File: src/awrc_map.svh
// Register offsets, field positions, reset values and timing counts of the wake/reset block
`ifndef AWRC_MAP_SVH
`define AWRC_MAP_SVH
// Register indices (byte address = 4 * index)
`define AWRC_IDX_GPIO_RST      8'hE5
`define AWRC_IDX_PGOOD_MISC    8'hE6
`define AWRC_IDX_KEYSET_RST    8'hE7
`define AWRC_IDX_GLOBAL_WAKE   8'hF2
`define AWRC_IDX_STATUS_LO     8'hF3
`define AWRC_IDX_STATUS_HI     8'hF4
`define AWRC_IDX_ENABLE_LO     8'hF6
`define AWRC_IDX_ENABLE_HI     8'hF7
`define AWRC_IDX_IRQ_STATUS    8'hF8
`define AWRC_IDX_IRQ_ENABLE    8'hF9
`define AWRC_IDX_IRQ_CLEAR     8'hFA
`define AWRC_IDX_POWER_LOSS    8'hFB
// Reset values
`define AWRC_RST_GPIO_RST      8'h00
`define AWRC_RST_PGOOD_MISC    8'h1C
`define AWRC_RST_KEYSET_RST    8'h00
`define AWRC_RST_GLOBAL_WAKE   8'h3E
`define AWRC_RST_ZERO          8'h00
// Field positions
`define AWRC_E5_GRP_LSB        3
`define AWRC_E5_GRP_MSB        7
`define AWRC_E5_UPPER2         2
`define AWRC_E6_MOUSE_COMBO    7
`define AWRC_E6_CASE_CLR       5
`define AWRC_E6_LAST_STATE     4
`define AWRC_E6_DEL_MSB        3
`define AWRC_E6_DEL_LSB        1
`define AWRC_E6_RETRIG         0
`define AWRC_E7_KEYSET3        7
`define AWRC_E7_KEYSET2        6
`define AWRC_E7_OSKEY          5
`define AWRC_E7_LOSS_PULSE     4
`define AWRC_E7_WDT_SRC        3
`define AWRC_E7_HM_SRC         0
`define AWRC_F2_GLOBAL_EN      0
`define AWRC_F2_MOUSE_R        1
`define AWRC_F2_MOUSE_X        2
`define AWRC_LO_BITS           7
`define AWRC_HI_BITS           6
// Interrupt bits of the block's own events
`define AWRC_IRQ_PGOOD_RISE    0
`define AWRC_IRQ_PSW_PULSE     1
`define AWRC_IRQ_WAKE          2
// Timing
`define AWRC_CLK_HZ            40000000
`define AWRC_PGOOD_LOW_MS      10
`define AWRC_PSW_PULSE_MS      500
// Lower bound of the power-good delay window for each delay code
`define AWRC_DLY0_MS           300
`define AWRC_DLY1_MS           330
`define AWRC_DLY2_MS           390
`define AWRC_DLY3_MS           520
`define AWRC_DLY4_MS           200
`define AWRC_DLY5_MS           230
`define AWRC_DLY6_MS           290
`define AWRC_DLY7_MS           420
`define AWRC_MS_CYCLES         (`AWRC_CLK_HZ / 1000)
`define AWRC_CNT_W             26
`endif

File: src/awrc_pkg.sv
// Types shared by the wake/reset control block
package awrc_pkg;
  typedef struct packed {
    logic       psel;
    logic       penable;
    logic       pwrite;
    logic [11:0] paddr;
    logic [31:0] pwdata;
  } awrc_apb_req_t;

  typedef struct packed {
    logic        pready;
    logic        pslverr;
    logic [31:0] prdata;
  } awrc_apb_rsp_t;

  // Interrupt events feeding the wake status bits
  typedef struct packed {
    logic serial_port_c;
    logic mouse;
    logic keyboard_controller;
    logic printer_port;
    logic floppy_controller;
    logic serial_port_a;
    logic serial_port_b;
  } awrc_ev_lo_t;

  typedef struct packed {
    logic serial_port_f;
    logic serial_port_e;
    logic hardware_monitor;
    logic watchdog_timeout;
    logic serial_port_d;
    logic ring_indicator_b;
  } awrc_ev_hi_t;

  // Reset steering towards the rest of the chip
  typedef struct packed {
    logic [4:0] gpio_group_reset;
    logic       gpio_group2_upper_pins_reset;
    logic       watchdog_reset;
    logic       hardware_monitor_reset;
  } awrc_rst_out_t;

  typedef enum logic [1:0] {
    AWRC_LOSS_OFF,
    AWRC_LOSS_ON,
    AWRC_LOSS_RESTORE,
    AWRC_LOSS_USER
  } awrc_loss_t;
endpackage : awrc_pkg

File: src/awrc_top.sv
// Wake-event, power-good and reset-source control with an APB register port
`timescale 1ns/100ps
`include "awrc_map.svh"

// Functional notes
// - Group bits 7..3 choose bus reset masking
// - Bit 2: upper group-2 pins use resume reset
// - Case-clear bit pulses clear, self-clears
// - Battery-held last power state flag
// - Delay code selects power-good rise delay
// - Retrigger bit pulses power-good low, self-clears
// - Third key set enables matching
// - Second key set enables matching
// - OS key wakes via power switch
// - Power-loss return gives 0.5 s pulse
// - Watchdog reset: bus reset or power-good
// - Monitor reset: power-good or bus reset
// - Global wake register resets to 3Eh
// - Low status bits latch, write-one clears
// - High status bits latch, write-one clears
// - Mouse combo keys select mouse wake
// - Per-event enables gate wake output
// - Power-loss policy picks restored state
module awrc_top (
  // Clock and reset
  input  wire logic                    pclk,
  input  wire logic                    presetn,
  input  wire logic                    clk_en,
  // APB
  input  wire awrc_pkg::awrc_apb_req_t apb_req,
  output      awrc_pkg::awrc_apb_rsp_t apb_rsp,
  // Reset sources
  input  wire logic                    bus_reset_n,
  input  wire logic                    resume_well_reset_n,
  input  wire logic                    main_supply_good,
  input  wire logic                    power_loss_return,
  input  wire logic                    power_state_before_loss,
  // Events (pins; ev_lo, ev_hi and os_key_pressed synchronised here, the rest used directly)
  input  wire awrc_pkg::awrc_ev_lo_t   ev_lo,
  input  wire awrc_pkg::awrc_ev_hi_t   ev_hi,
  input  wire logic                    key_set1_match,
  input  wire logic                    key_set2_match,
  input  wire logic                    key_set3_match,
  input  wire logic                    os_key_pressed,
  input  wire logic                    keyboard_wake_enable,
  input  wire logic                    mouse_left_click,
  input  wire logic                    mouse_right_click,
  input  wire logic                    mouse_extra_click,
  // Outputs
  output      logic                    power_good_output,
  output      logic                    power_switch_out_n,
  output      logic                    wake_event_n,
  output      logic                    case_open_clear,
  output      awrc_pkg::awrc_rst_out_t rst_out,
  output      logic                    irq
);
  import awrc_pkg::*;

  localparam int NSYNC = 16;
  localparam logic [`AWRC_CNT_W-1:0] LOW_CYC =
    `AWRC_CNT_W'(`AWRC_PGOOD_LOW_MS * `AWRC_MS_CYCLES);
  localparam logic [`AWRC_CNT_W-1:0] PSW_CYC =
    `AWRC_CNT_W'(`AWRC_PSW_PULSE_MS * `AWRC_MS_CYCLES);

  // ************************************************************
  // Input synchronisers
  // ************************************************************
  logic [NSYNC-1:0] async_in;
  logic [NSYNC-1:0] s1;
  logic [NSYNC-1:0] s2;
  logic [NSYNC-1:0] s3;
  logic [NSYNC-1:0] in_q;
  logic [NSYNC-1:0] in_prev;

  assign async_in = {main_supply_good, power_loss_return, os_key_pressed,
                     ev_lo, ev_hi[5:1], ev_hi[0]};

  genvar gi;
  generate
    for (gi = 0; gi < NSYNC; gi++) begin : g_sync
      // A change counts once the second and third stages agree
      always_ff @(posedge pclk or negedge presetn) begin
        if (!presetn) begin
          s1[gi]      <= 1'b0;
          s2[gi]      <= 1'b0;
          s3[gi]      <= 1'b0;
          in_q[gi]    <= 1'b0;
          in_prev[gi] <= 1'b0;
        end else if (clk_en) begin
          s1[gi]      <= async_in[gi];
          s2[gi]      <= s1[gi];
          s3[gi]      <= s2[gi];
          if (s2[gi] == s3[gi]) begin
            in_q[gi] <= s3[gi];
          end
          in_prev[gi] <= in_q[gi];
        end
      end
    end
  endgenerate

  wire       supply_q   = in_q[15];
  wire       loss_rise  = in_q[14] & ~in_prev[14];
  wire       oskey_rise = in_q[13] & ~in_prev[13];
  wire [6:0] lo_rise    = in_q[12:6] & ~in_prev[12:6];
  wire [5:0] hi_rise    = in_q[5:0] & ~in_prev[5:0];

  // ************************************************************
  // APB decode
  // ************************************************************
  logic [7:0] gpio_rst;
  logic [7:0] pg_misc;
  logic [7:0] keyset;
  logic [7:0] gwake;
  logic [6:0] st_lo;
  logic [5:0] st_hi;
  logic [6:0] en_lo;
  logic [5:0] en_hi;
  logic [2:0] irq_st;
  logic [2:0] irq_en;
  logic [1:0] loss_pol;

  wire        acc   = apb_req.psel & apb_req.penable;
  wire        wr    = acc & apb_req.pwrite & clk_en;
  wire [9:0]  idx   = apb_req.paddr[11:2];
  wire [7:0]  wd    = apb_req.pwdata[7:0];
  wire        hit_e5 = idx == {2'b00, `AWRC_IDX_GPIO_RST};
  wire        hit_e6 = idx == {2'b00, `AWRC_IDX_PGOOD_MISC};
  wire        hit_e7 = idx == {2'b00, `AWRC_IDX_KEYSET_RST};
  wire        hit_f2 = idx == {2'b00, `AWRC_IDX_GLOBAL_WAKE};
  wire        hit_f3 = idx == {2'b00, `AWRC_IDX_STATUS_LO};
  wire        hit_f4 = idx == {2'b00, `AWRC_IDX_STATUS_HI};
  wire        hit_f6 = idx == {2'b00, `AWRC_IDX_ENABLE_LO};
  wire        hit_f7 = idx == {2'b00, `AWRC_IDX_ENABLE_HI};
  wire        hit_f8 = idx == {2'b00, `AWRC_IDX_IRQ_STATUS};
  wire        hit_f9 = idx == {2'b00, `AWRC_IDX_IRQ_ENABLE};
  wire        hit_fa = idx == {2'b00, `AWRC_IDX_IRQ_CLEAR};
  wire        hit_fb = idx == {2'b00, `AWRC_IDX_POWER_LOSS};
  wire        mapped = hit_e5 | hit_e6 | hit_e7 | hit_f2 | hit_f3 | hit_f4 | hit_f6
                       | hit_f7 | hit_f8 | hit_f9 | hit_fa | hit_fb;

  wire [7:0] rd_mux =
      hit_e5 ? gpio_rst :
      hit_e6 ? pg_misc :
      hit_e7 ? keyset :
      hit_f2 ? gwake :
      hit_f3 ? {1'b0, st_lo} :
      hit_f4 ? {2'b00, st_hi} :
      hit_f6 ? {1'b0, en_lo} :
      hit_f7 ? {2'b00, en_hi} :
      hit_f8 ? {5'h00, irq_st} :
      hit_f9 ? {5'h00, irq_en} :
      hit_fb ? {6'h00, loss_pol} : 8'h00;

  // Zero wait states; unmapped addresses answer with an error
  assign apb_rsp.pready  = 1'b1;
  assign apb_rsp.pslverr = acc & ~mapped;
  assign apb_rsp.prdata  = {24'h000000, rd_mux};

  // ************************************************************
  // Configuration registers
  // ************************************************************
  logic pg_retrig;
  logic case_clr;

  always_ff @(posedge pclk or negedge presetn) begin
    if (!presetn) begin
      gpio_rst <= `AWRC_RST_GPIO_RST;
      keyset   <= `AWRC_RST_KEYSET_RST;
      gwake    <= `AWRC_RST_GLOBAL_WAKE;
      en_lo    <= 7'h00;
      en_hi    <= 6'h00;
      irq_en   <= 3'h0;
      loss_pol <= 2'h0;
    end else if (wr) begin
      if (hit_e5) gpio_rst <= {wd[7:2], 2'b00};
      if (hit_e7) keyset   <= {wd[7:3], 2'b00, wd[0]};
      if (hit_f2) gwake    <= wd;
      if (hit_f6) en_lo    <= wd[6:0];
      if (hit_f7) en_hi    <= wd[5:0];
      if (hit_f9) irq_en   <= wd[2:0];
      if (hit_fb) loss_pol <= wd[1:0];
    end
  end

  // Misc register: the two action bits never hold a 1 beyond one clk_en cycle
  always_ff @(posedge pclk or negedge presetn) begin
    if (!presetn) begin
      pg_misc <= `AWRC_RST_PGOOD_MISC;
    end else if (clk_en) begin
      if (wr && hit_e6) begin
        pg_misc <= {wd[7], 1'b0, wd[5:0]};
      end else begin
        pg_misc[`AWRC_E6_CASE_CLR] <= 1'b0;
        pg_misc[`AWRC_E6_RETRIG]   <= 1'b0;
      end
    end
  end

  assign case_clr  = pg_misc[`AWRC_E6_CASE_CLR];
  assign pg_retrig = pg_misc[`AWRC_E6_RETRIG];

  always_ff @(posedge pclk or negedge presetn) begin
    if (!presetn) begin
      case_open_clear <= 1'b0;
    end else if (clk_en) begin
      case_open_clear <= case_clr;
    end
  end

  // ************************************************************
  // Reset source selection
  // ************************************************************
  generate
    for (gi = 0; gi < 5; gi++) begin : g_grp
      // 1 masks the bus reset for that group
      assign rst_out.gpio_group_reset[gi] =
        ~bus_reset_n & ~gpio_rst[`AWRC_E5_GRP_LSB + gi];
    end
  endgenerate

  assign rst_out.gpio_group2_upper_pins_reset = gpio_rst[`AWRC_E5_UPPER2] ?
    ~resume_well_reset_n : ~bus_reset_n;
  assign rst_out.watchdog_reset = keyset[`AWRC_E7_WDT_SRC] ?
    ~power_good_output : ~bus_reset_n;
  assign rst_out.hardware_monitor_reset = keyset[`AWRC_E7_HM_SRC] ?
    ~bus_reset_n : ~power_good_output;

  // ************************************************************
  // Power-good timing
  // ************************************************************
  logic [`AWRC_CNT_W-1:0] pg_cnt;
  logic [`AWRC_CNT_W-1:0] pg_target;
  logic [2:0]             del;
  logic                   pg_rise;

  assign del = pg_misc[`AWRC_E6_DEL_MSB:`AWRC_E6_DEL_LSB];
  // Lower bound of each window is used, so the output never rises early
  always_comb begin
    unique case (del)
      3'h0: pg_target = `AWRC_CNT_W'(`AWRC_DLY0_MS * `AWRC_MS_CYCLES);
      3'h1: pg_target = `AWRC_CNT_W'(`AWRC_DLY1_MS * `AWRC_MS_CYCLES);
      3'h2: pg_target = `AWRC_CNT_W'(`AWRC_DLY2_MS * `AWRC_MS_CYCLES);
      3'h3: pg_target = `AWRC_CNT_W'(`AWRC_DLY3_MS * `AWRC_MS_CYCLES);
      3'h4: pg_target = `AWRC_CNT_W'(`AWRC_DLY4_MS * `AWRC_MS_CYCLES);
      3'h5: pg_target = `AWRC_CNT_W'(`AWRC_DLY5_MS * `AWRC_MS_CYCLES);
      3'h6: pg_target = `AWRC_CNT_W'(`AWRC_DLY6_MS * `AWRC_MS_CYCLES);
      3'h7: pg_target = `AWRC_CNT_W'(`AWRC_DLY7_MS * `AWRC_MS_CYCLES);
    endcase
  end

  logic pg_hold;   // Forced-low phase of a retrigger
  always_ff @(posedge pclk or negedge presetn) begin
    if (!presetn) begin
      pg_cnt            <= '0;
      pg_hold           <= 1'b0;
      power_good_output <= 1'b0;
    end else if (clk_en) begin
      if (!supply_q || pg_retrig) begin
        pg_cnt            <= '0;
        pg_hold           <= pg_retrig;
        power_good_output <= 1'b0;
      end else if (pg_hold) begin
        pg_cnt  <= pg_cnt + 1'b1;
        if (pg_cnt >= LOW_CYC) begin
          pg_hold <= 1'b0;
          pg_cnt  <= '0;
        end
      end else if (!power_good_output) begin
        pg_cnt <= pg_cnt + 1'b1;
        if (pg_cnt >= pg_target) begin
          power_good_output <= 1'b1;
        end
      end
    end
  end
  assign pg_rise = supply_q & ~pg_hold & ~power_good_output & (pg_cnt >= pg_target);

  // ************************************************************
  // Power-loss recovery and keyboard/mouse wake
  // ************************************************************
  awrc_loss_t pol;
  logic       want_on;
  assign pol = awrc_loss_t'(loss_pol);
  always_comb begin
    unique case (pol)
      AWRC_LOSS_OFF:     want_on = 1'b0;
      AWRC_LOSS_ON:      want_on = 1'b1;
      AWRC_LOSS_RESTORE: want_on = power_state_before_loss;
      AWRC_LOSS_USER:    want_on = ~pg_misc[`AWRC_E6_LAST_STATE];
    endcase
  end

  wire key_wake = keyboard_wake_enable & (key_set1_match
                  | (keyset[`AWRC_E7_KEYSET2] & key_set2_match)
                  | (keyset[`AWRC_E7_KEYSET3] & key_set3_match)
                  | (keyset[`AWRC_E7_OSKEY] & oskey_rise));

  wire mouse_wake = pg_misc[`AWRC_E6_MOUSE_COMBO] ? mouse_left_click :
                    ((gwake[`AWRC_F2_MOUSE_R] & mouse_right_click)
                     | (gwake[`AWRC_F2_MOUSE_X] & mouse_extra_click));

  logic [`AWRC_CNT_W-1:0] psw_cnt;
  logic                   psw_fire;
  wire                    loss_start = loss_rise & want_on & keyset[`AWRC_E7_LOSS_PULSE];
  always_ff @(posedge pclk or negedge presetn) begin
    if (!presetn) begin
      psw_cnt            <= '0;
      power_switch_out_n <= 1'b1;
    end else if (clk_en) begin
      if (loss_start) begin
        psw_cnt            <= PSW_CYC;
        power_switch_out_n <= 1'b0;
      end else if (psw_cnt != '0) begin
        psw_cnt <= psw_cnt - 1'b1;
        if (psw_cnt == `AWRC_CNT_W'(1)) power_switch_out_n <= 1'b1;
      end else begin
        power_switch_out_n <= ~(key_wake | mouse_wake);
      end
    end
  end
  assign psw_fire = loss_start;

  // ************************************************************
  // Wake event status and interrupt
  // ************************************************************
  wire       clr_lo = wr & hit_f3;
  wire       clr_hi = wr & hit_f4;
  always_ff @(posedge pclk or negedge presetn) begin
    if (!presetn) begin
      st_lo <= 7'h00;
      st_hi <= 6'h00;
    end else if (clk_en) begin
      // A new event wins over a same-cycle clear
      st_lo <= (st_lo & ~({7{clr_lo}} & wd[6:0])) | lo_rise;
      st_hi <= (st_hi & ~({6{clr_hi}} & wd[5:0])) | hi_rise;
    end
  end

  wire pend = |(st_lo & en_lo) | |(st_hi & en_hi);
  always_ff @(posedge pclk or negedge presetn) begin
    if (!presetn) begin
      wake_event_n <= 1'b1;
    end else if (clk_en) begin
      wake_event_n <= ~(gwake[`AWRC_F2_GLOBAL_EN] & pend);
    end
  end

  wire [2:0] irq_set;
  assign irq_set[`AWRC_IRQ_PGOOD_RISE] = pg_rise;
  assign irq_set[`AWRC_IRQ_PSW_PULSE]  = psw_fire;
  assign irq_set[`AWRC_IRQ_WAKE]       = |lo_rise | |hi_rise;
  wire [2:0] irq_clr = (wr & hit_fa) ? wd[2:0] : 3'h0;
  always_ff @(posedge pclk or negedge presetn) begin
    if (!presetn) begin
      irq_st <= 3'h0;
    end else if (clk_en) begin
      irq_st <= (irq_st & ~irq_clr) | irq_set;
    end
  end
  assign irq = |(irq_st & irq_en);

endmodule : awrc_top

File: config.mk
export PLATFORM = sky130hd
export DESIGN_NAME = awrc_top
export DESIGN_NICKNAME = d
export VERILOG_FILES = /design/src/awrc_pkg.sv /design/src/awrc_top.sv
export VERILOG_INCLUDE_DIRS = /design/src /design/src/src
export SDC_FILE = /design/constraint.sdc
export NUM_CORES = 1
export LEC_CHECK = 0
export BUFFER_PORTS_ARGS = -buffer_cell sky130_fd_sc_hd__buf_2
export CAP_MARGIN = 5
export CORE_MARGIN = 1.5
export CORE_UTILIZATION = 35
export CTS_CLUSTER_SIZE = 28
export DETAILED_ROUTE_END_ITERATION = 7
export SLEW_MARGIN = 20
export SYNTH_ARGS = -nofsm -noshare
export SYNTH_HDL_FRONTEND = slang
export SYNTH_SLANG_ARGS = --single-unit
File: constraint.sdc
create_clock -name pclk -period 3 [get_ports pclk]
set_input_delay 0.45 -clock pclk [delete_from_list [all_inputs] [get_ports pclk]]
set_output_delay 0.45 -clock pclk [all_outputs]
set_load 0.005 [all_outputs]
# Word-level counts from Yosys, hierarchy flattened
# Memories as Yosys holds them, arrays and structs flattened.
# Index checks and enable logic that the tools add are counted.
# W data, S select, Z words.
# classes
n_bitwise	77
n_lt_le_gt_ge	2
reduce_logical	39
shift	0
eq_ne	35
n_mul	0
muxes	35
n_addsub	2
div	0
# ops
op	n
$mux W26	6
$eq A10 B8 Y1 const B	12
$reduce_and A2 Y1	28
$mux W8	4
$and A7 B7 Y7	4
$add A26 B1 Y26 const B	1
$and A1 B1 Y1	26
$eq A26 B1 Y1 const B	1
$ge A26 B19 Y1 const B	1
$ge A26 B26 Y1	1
$reduce_bool A26 Y1	1
$sub A26 B1 Y26 const B	1
$and A6 B6 Y6	4
$mux W7	3
$or A1 B1 Y1	18
$eq A1 B1 Y1	16
$mux W1	16
$not A1 Y1	15
$not A7 Y7	2
$reduce_or A7 Y1	2
$not A6 Y6	2
$reduce_or A6 Y1	2
$mux W3	3
$or A7 B7 Y7	1
other kinds (18)	20
# totals
romBits	128
ramBits	0
latchBits	0
reg_bits	197
out_inout_bits	47
inputBits	76
word_cells	289
mem_count	1
# mem_list
name	words	word_bits	read_ports	rd_ports_with_merged_regs	wr	line	text
(name not given)	8	16	1	0	0	awrc_top.sv:240	unique case (del)

# Logic depth before layout (Yosys ltp)
# Gate-level depths: netlist of the first run.
# depth
ltp_word	14
mapped_depth	11
depth_no_buf	11

# Worst setup path before layout of the first run
# No wires, ideal clock.
# synth_path
kind	flip-flop to flip-flop
startpoint	register pg_misc[2]
endpoint	register power_good_output
required_time_ns	2.896
path_buffers	0
period_less_slack_ns	2.592
path_stages_with_launch	12
setup_ns	0.104
arrival_time_ns	2.488
slack_ns	0.408
path_cell_list	dfstp_2 -> inv_1 -> ha_1 -> or3_1 -> o21ai_0 -> ha_1 -> nand4_1 -> nor2_1 -> nand4_1 -> o41ai_1 -> nor2_1 -> a221oi_1
# synth_between
elab_chain_cells	6
# synth_rtl
item	line	text
from (decl)	awrc_top.sv:112	logic [7:0] pg_misc;
from (signal assigned)	awrc_top.sv:189	pg_misc <= `AWRC_RST_PGOOD_MISC;
from (signal assigned)	awrc_top.sv:192	pg_misc <= {wd[7], 1'b0, wd[5:0]};
$mem_v2 Z8 W16	--	
$ge A26 B26 Y1	awrc_top.sv:271	if (pg_cnt >= pg_target) begin
$mux W1	awrc_top.sv:271	
$mux W1	awrc_top.sv:269	end else if (!power_good_output) begin
$mux W1	awrc_top.sv:263	end else if (pg_hold) begin
$mux W1	awrc_top.sv:259	if (!supply_q || pg_retrig) begin
to (signal assigned)	awrc_top.sv:257	power_good_output <= 1'b0;
to (signal assigned)	awrc_top.sv:262	power_good_output <= 1'b0;
to (signal assigned)	awrc_top.sv:272	power_good_output <= 1'b1;
to (decl)	awrc_top.sv:50	output logic power_good_output,
# Every way passes these cells. The select of a mux whose other input is x is not followed.
# A chain may end at the register's enable or synchronous reset.

==> run summary, run 1 <==
Status - complete, no violations
Congestion Overflow GR - 0
DR DRC count - 0
Worst-Margin Slew - 0.9653 ns
Row cnt - 62
Register area share after synthesis - 47.79%
Synth Warn # - 0
HPWL after DPL - 18.66 mm
Count of cell types in the netlist - 74
Top cell type's share of synthesized area - 45.25%
Vias in the first global route - 7711
Chip width - 174.9 µm
Area leader, netlist - dfrtp_1
Crit-path max FO - 8
Die Ht - 174.9 µm
Tightest Hold Check Type - primary input to asynchronous set/reset pin
Post-synth top cells - 187 x dfrtp_1, 97 x nand2_1, 93 x mux2_2
Layout area overhead - 13.96%
Post-CTS Hold Fix Bufs - 0
Routed wire length - 25.67 mm
FF/Latch Area - 0.004942 mm²
Max Cap Viol - 0
Syn Inst Count - 1026
Total CTS buffers - 17
Antenna violations before repair - 2
Nets - 1206
Most frequent cell after synthesis - dfrtp_1
Mapped Area - 0.01034 mm²
Boundary pin count - 123
Clock H-tree levels - 4
CP endpoint kind - primary output
PortBufs - 71
Pwr Density - 557.3 mW/mm²
TritonCTS clock tree - yes
Worst-path clk slew - 0.08 ns
Largest net degree at the start of global routing - 92
Yosys reg bits - 197
VDD IR max - 0.3706 mV
Slew Limit Fails - 0
CTS Sinks - 197
WP data required - 2.55 ns
GR Util All Layers - 17.44%
Delay-heaviest family, CP - compound AO/OA/AOI/OAI gates
R2R Setup Slk - 0.17 ns
Placed Area - 0.01115 mm²
Initial Utilization - 35.84%
Via density - 5.373
Die area - 0.03059 mm²
Most frequent CP cell - buf_2
Primary FF master, synth - dfrtp_1
Hold_ws - 0.06775 ns
Final worst-path cycle share - 96.14%
Pleak - 5.138 nW
F_max - 346.7 MHz
Core area - 0.02886 mm²
Setup-failing EPs final - 0
Final Hold Vio Count - 0
Post-route insts no fill - 1502
Worst Clk Skew - 0.01727 ns
Startpoint type of the worst setup path - primary input
Cell total after placement - 1468
Worst Path Buf+Inv - 2
Critical path class - primary input to primary output
ANT nets after route - 0
Clock Path Buffers - 2
Slew margin rel. - 35.65%
Layout cells sized above 1 - 23.17%
Ant. Diodes - 0
Synth area leaders - dfrtp_1 45%, mux2_2 10%, a21oi_1 3.9%, nand2_1 3.5%, o21ai_0 3.1%
Initial DRC Count - 633
Min Tclk post-route - 2.884 ns
WL/cell - 17.09 µm
Gpl congestion - 0.9114
First-pass GRT wire length - 41.96 mm
Cell Chain, Critical Path - buf_2 > or3b_1 > a2111oi_0 > a21oi_1 > a311oi_1 > buf_2
Share of flip-flops with an asynchronous set or reset - 100.0%
Multi-input gate area - 0.004986 mm²
Filler Cell Count - 2862
Post-synth EDFFs - 0
Slowest stage delay, CP - 0.63 ns
Drt pass-1 iters - 5
Total vias in the final route - 8070
Slowest CP cell - a2111oi_0
Arr. time, crit path - 2.43 ns
Final Instance Area - 0.01179 mm²
Root Driver - clkbuf_16
Synth Area per Inst - 10.08 µm²
Worst-Skew Late Latency - 0.45 ns
## sequential cells by signal, indices dropped and copies added (netlist names)
signal              cells
pg_cnt                 26
psw_cnt                26
s1                     16
s2                     16
s3                     16
in_prev                15
in_q                   15
gwake                   8
en_lo                   7
pg_misc                 7
st_lo                   7
en_hi                   6
gpio_rst                6
keyset                  6
st_hi                   6
irq_en                  3
irq_st                  3
loss_pol                2
case_open_clear         1
pg_hold                 1
power_good_output       1
power_switch_out_n      1
supply_q                1
wake_event_n            1
## worst reg2reg max path, cell delays in order (launching register included)
cell and delay, ns:
dfstp_2 0.58, inv_1 0.09, ha_2 0.21, or3_1 0.38, o21ai_0 0.10, ha_1 0.20
nand4_1 0.15, nor2_2 0.15, nand4_1 0.12, o41ai_2 0.33, buf_4 0.16, nor2_1 0.04
a221oi_2 0.24
## cells by family after synthesis
logic type	count (synthesis)	synth area share [%]
buffers and inverters	105	5.020
DFF	197	47.79
and+or+nand+nor	328	16.34
adders and majority gates	25	3.024
AOI/OAI and AO/OA	244	14.74
xor gates and xnor gates	17	1.440
other	2	0.07261
muxes	108	11.58
## final timing paths
path / start / end / depth (start not counted)
setup / recovery: apb_req[43] / apb_rsp[0] / 6
hold / removal: presetn / s1[6] / 1
setup reg to reg: pg_misc[2] / power_good_output / 12
hold reg to reg: in_prev[8] / st_lo[2] / 1
max in group asynchronous: presetn / wake_event_n / 2
min in group pclk: ev_hi[5] / s1[5] / 2
## cell usage in the layout, fill, tap and decap left out, types with 5 or more instances in the layout
cell type  synthesis  routed
mux2_2            93      93
dfrtp_1          187     187
o2bb2ai_1         10      10
buf_4             25      34
o21ai_0           64      63
clkbuf_16          0      17
nand2b_1          25      25
xnor2_1           11      11
ha_1              25      24
or3_1             16      16
a21oi_1           80      80
nor2_1            69      68
nand3b_1           5       5
a221oi_1           7       6
nor3_1            18      18
buf_2              7      69
a211oi_1           7       7
a31oi_1           13      13
mux2i_1           15      15
nand3_1           17      17
a21o_1             5       5
nand2_1           97      97
nor4_1            21      21
dfstp_2           10      10
conb_1             2      25
a22oi_1           12      12
nand4_1           13      13
xor2_1             6       6
a22o_1             9       9
inv_1             37      37
and3_1             6       6
## where the power goes
group          internal, mW  switching [mW]
Clock                  1.21            1.11
Combinational         0.414           0.518
Sequential             3.00           0.316
## area by class of cell
type,count,area share (%)
timing repair buffer,105,5.382
clock inverter,14,1.401
sequential,197,41.93
clock buffer,18,3.726
multi-input combinational,747,42.30
tap,384,4.076
inverter,37,1.178
## per-layer routing
layer	track usage (%)	up-vias	wire length (µm)
met4	7.550	4	830
li1	-	3847	-
met5	0	-	23
met2	25.73	240	11260
met1	24.32	3930	12020
met3	4.199	49	1534
## repair_timing
action	in CTS	in global routing
resized for setup	0	4
setup endpoints to repair	0	1
buffers inserted	0	2
## metrics by stage
stage	utilization (%)	power, mW	TNS (ns)	setup slack, ns
final	40.84	6.569	0	0.1159
after global routing	40.84	6.943	-0.02427	-0.02427
after CTS	40.73	6.643	0	0.007585
after detailed placement	38.63	4.294	0	0.04601
after global placement	38.63	4.252	0	0.09684
after floorplan	-	3.969	0	0.4081
Power figures use the tool's default switching activity.
==> run 2, diff against run 1 <==
==> constraint.sdc (replaced) <==
create_clock -name pclk -period 3.01 [get_ports pclk]
set_input_delay 0.4515 -clock pclk [delete_from_list [all_inputs] [get_ports pclk]]
set_output_delay 0.4515 -clock pclk [all_outputs]
set_load 0.005 [all_outputs]
==> run summary, run 2 (synthesis gave the netlist of run 1 again) <==
Clock Path Buffers - 2
F_max - 348.6 MHz
Max Cap Viol - 0
Final worst-path cycle share - 95.32%
Largest net degree at the start of global routing - 100
Root Driver - clkbuf_16
Status - complete, no violations
Startpoint type of the worst setup path - primary input
Layout cells sized above 1 - 22.69%
CTS Sinks - 197
Portion of total power attributed to the clock network - 36.1%
RSZ-0062 raised after global routing - false
Routed wire length - 25.89 mm
Commonest non-fill, non-tap cell in the layout - dfrtp_1
HPWL after DPL - 18.82 mm
Critical path class - primary input to primary output
Setup-failing EPs final - 0
Die Ht - 174.9 µm
Setup TNS - 0 ns
GR Util All Layers - 17.50%
Worst Clk Skew - 0.01891 ns
Clock H-tree levels - 4
Antenna violations before repair - 1
Tightest Hold Check Type - primary input to asynchronous set/reset pin
Crit-path max FO - 5
Vias in the first global route - 7791
Initial Utilization - 35.84%
Sw power - 1.938 mW
WP data required - 2.56 ns
WL/cell - 17.27 µm
Cell total after placement - 1467
Top Registers - pg_cnt (26), psw_cnt (26)
Switching Fraction - 29.23%
Hold_ws - 0.03516 ns
Post-route insts no fill - 1499
Nets - 1203
Worst-Margin Slew - 1.056 ns
Boundary pin count - 123
Initial DRC Count - 527
First-pass GRT wire length - 42.09 mm
Sequential power share - 49.8%
Ant. Diodes - 0
CP endpoint kind - primary output
ANT nets after route - 0
Arr. time, crit path - 2.42 ns
Pwr Density - 562.9 mW/mm²
Pleak - 5.143 nW
TritonCTS clock tree - yes
PortBufs - 71
Row cnt - 62
PnR Total Power - 6.631 mW
Layout Utilization - 40.82%
VDD IR max - 0.5116 mV
Slew margin rel. - 29.57%
Total vias in the final route - 7969
Final Hold Vio Count - 0
Worst-Skew Late Latency - 0.44 ns
Min Tclk post-route - 2.869 ns
Congestion Overflow GR - 0
Via density - 5.316
Slew Limit Fails - 0
Pint - 4.693 mW
Worst-path clk slew - 0.07 ns
Total CTS buffers - 17
Combinational share of power - 14.1%
Die area - 0.03059 mm²
Chip width - 174.9 µm
Most frequent cells in the layout - 187 x dfrtp_1, 97 x nand2_1, 93 x mux2_2
Drt pass-1 iters - 5
DR DRC count - 0
Gpl congestion - 0.8990
Core area - 0.02886 mm²
Layout area overhead - 13.90%
run 2: power groups by stage:
stage	Sequential (mW)	Combinational (mW)	Clock, mW
global placement	3.33	0.906	0
global route	3.36	1.07	2.56
finish	3.30	0.933	2.39
detailed placement	3.35	0.935	0
floorplan	3.25	0.710	0
CTS	3.30	0.942	2.46
run 2: cell type report:
type                            count  area, µm²
Tap cell                          384      480.5
Fill cell                        2844      17080
Clock inverter                     13      186.4
Inverter                           37      138.9
Multi-Input combinational cell    747       4977
Sequential cell                   197       4942
Timing Repair Buffer              102      611.8
Clock buffer                       19      442.9
run 2: critical path, cell delays in order:
cell      delay, ns
buf_2          0.11
or2_2          0.35
or2_2          0.34
nor4_1         0.42
a21oi_1        0.19
a211oi_1       0.29
nor2_1         0.12
buf_2          0.15
run 2: through the flow:
step                      cell area, µm²  worst slack [ns]
after floorplan                    10430            0.4181
after global placement             11140            0.1137
after detailed placement           11140           0.09269
after CTS                          11770           0.04504
after global routing               11780          0.001156
final                              11780            0.1410
run 2: metal layers:
metal	global-route usage, %	vias to the layer above	wire, µm
met3	3.742	27	1243
met5	0	-	7
li1	-	3833	-
met2	26.85	210	11830
met1	24.74	3897	12350
met4	5.235	2	452
run 2: what timing repair did:
action,CTS,global route
buffers inserted,0,0
hold buffers,0,0
setup endpoints to repair,0,1
resized for setup,0,2
run 2: final timing paths:
kind | from | end | slack (ns) | cells after the start
setup / recovery | apb_req[43] | apb_rsp[5] | 0.14 | 8
max in group asynchronous | presetn | pg_cnt[23] | 2.11 | 2
hold / removal | presetn | s1[10] | 0.04 | 1
hold reg to reg | in_prev[8] | st_lo[2] | 0.43 | 1
min in group pclk | ev_hi[1] | s1[1] | 0.24 | 2
setup reg to reg | pg_misc[2] | power_good_output | 0.26 | 11
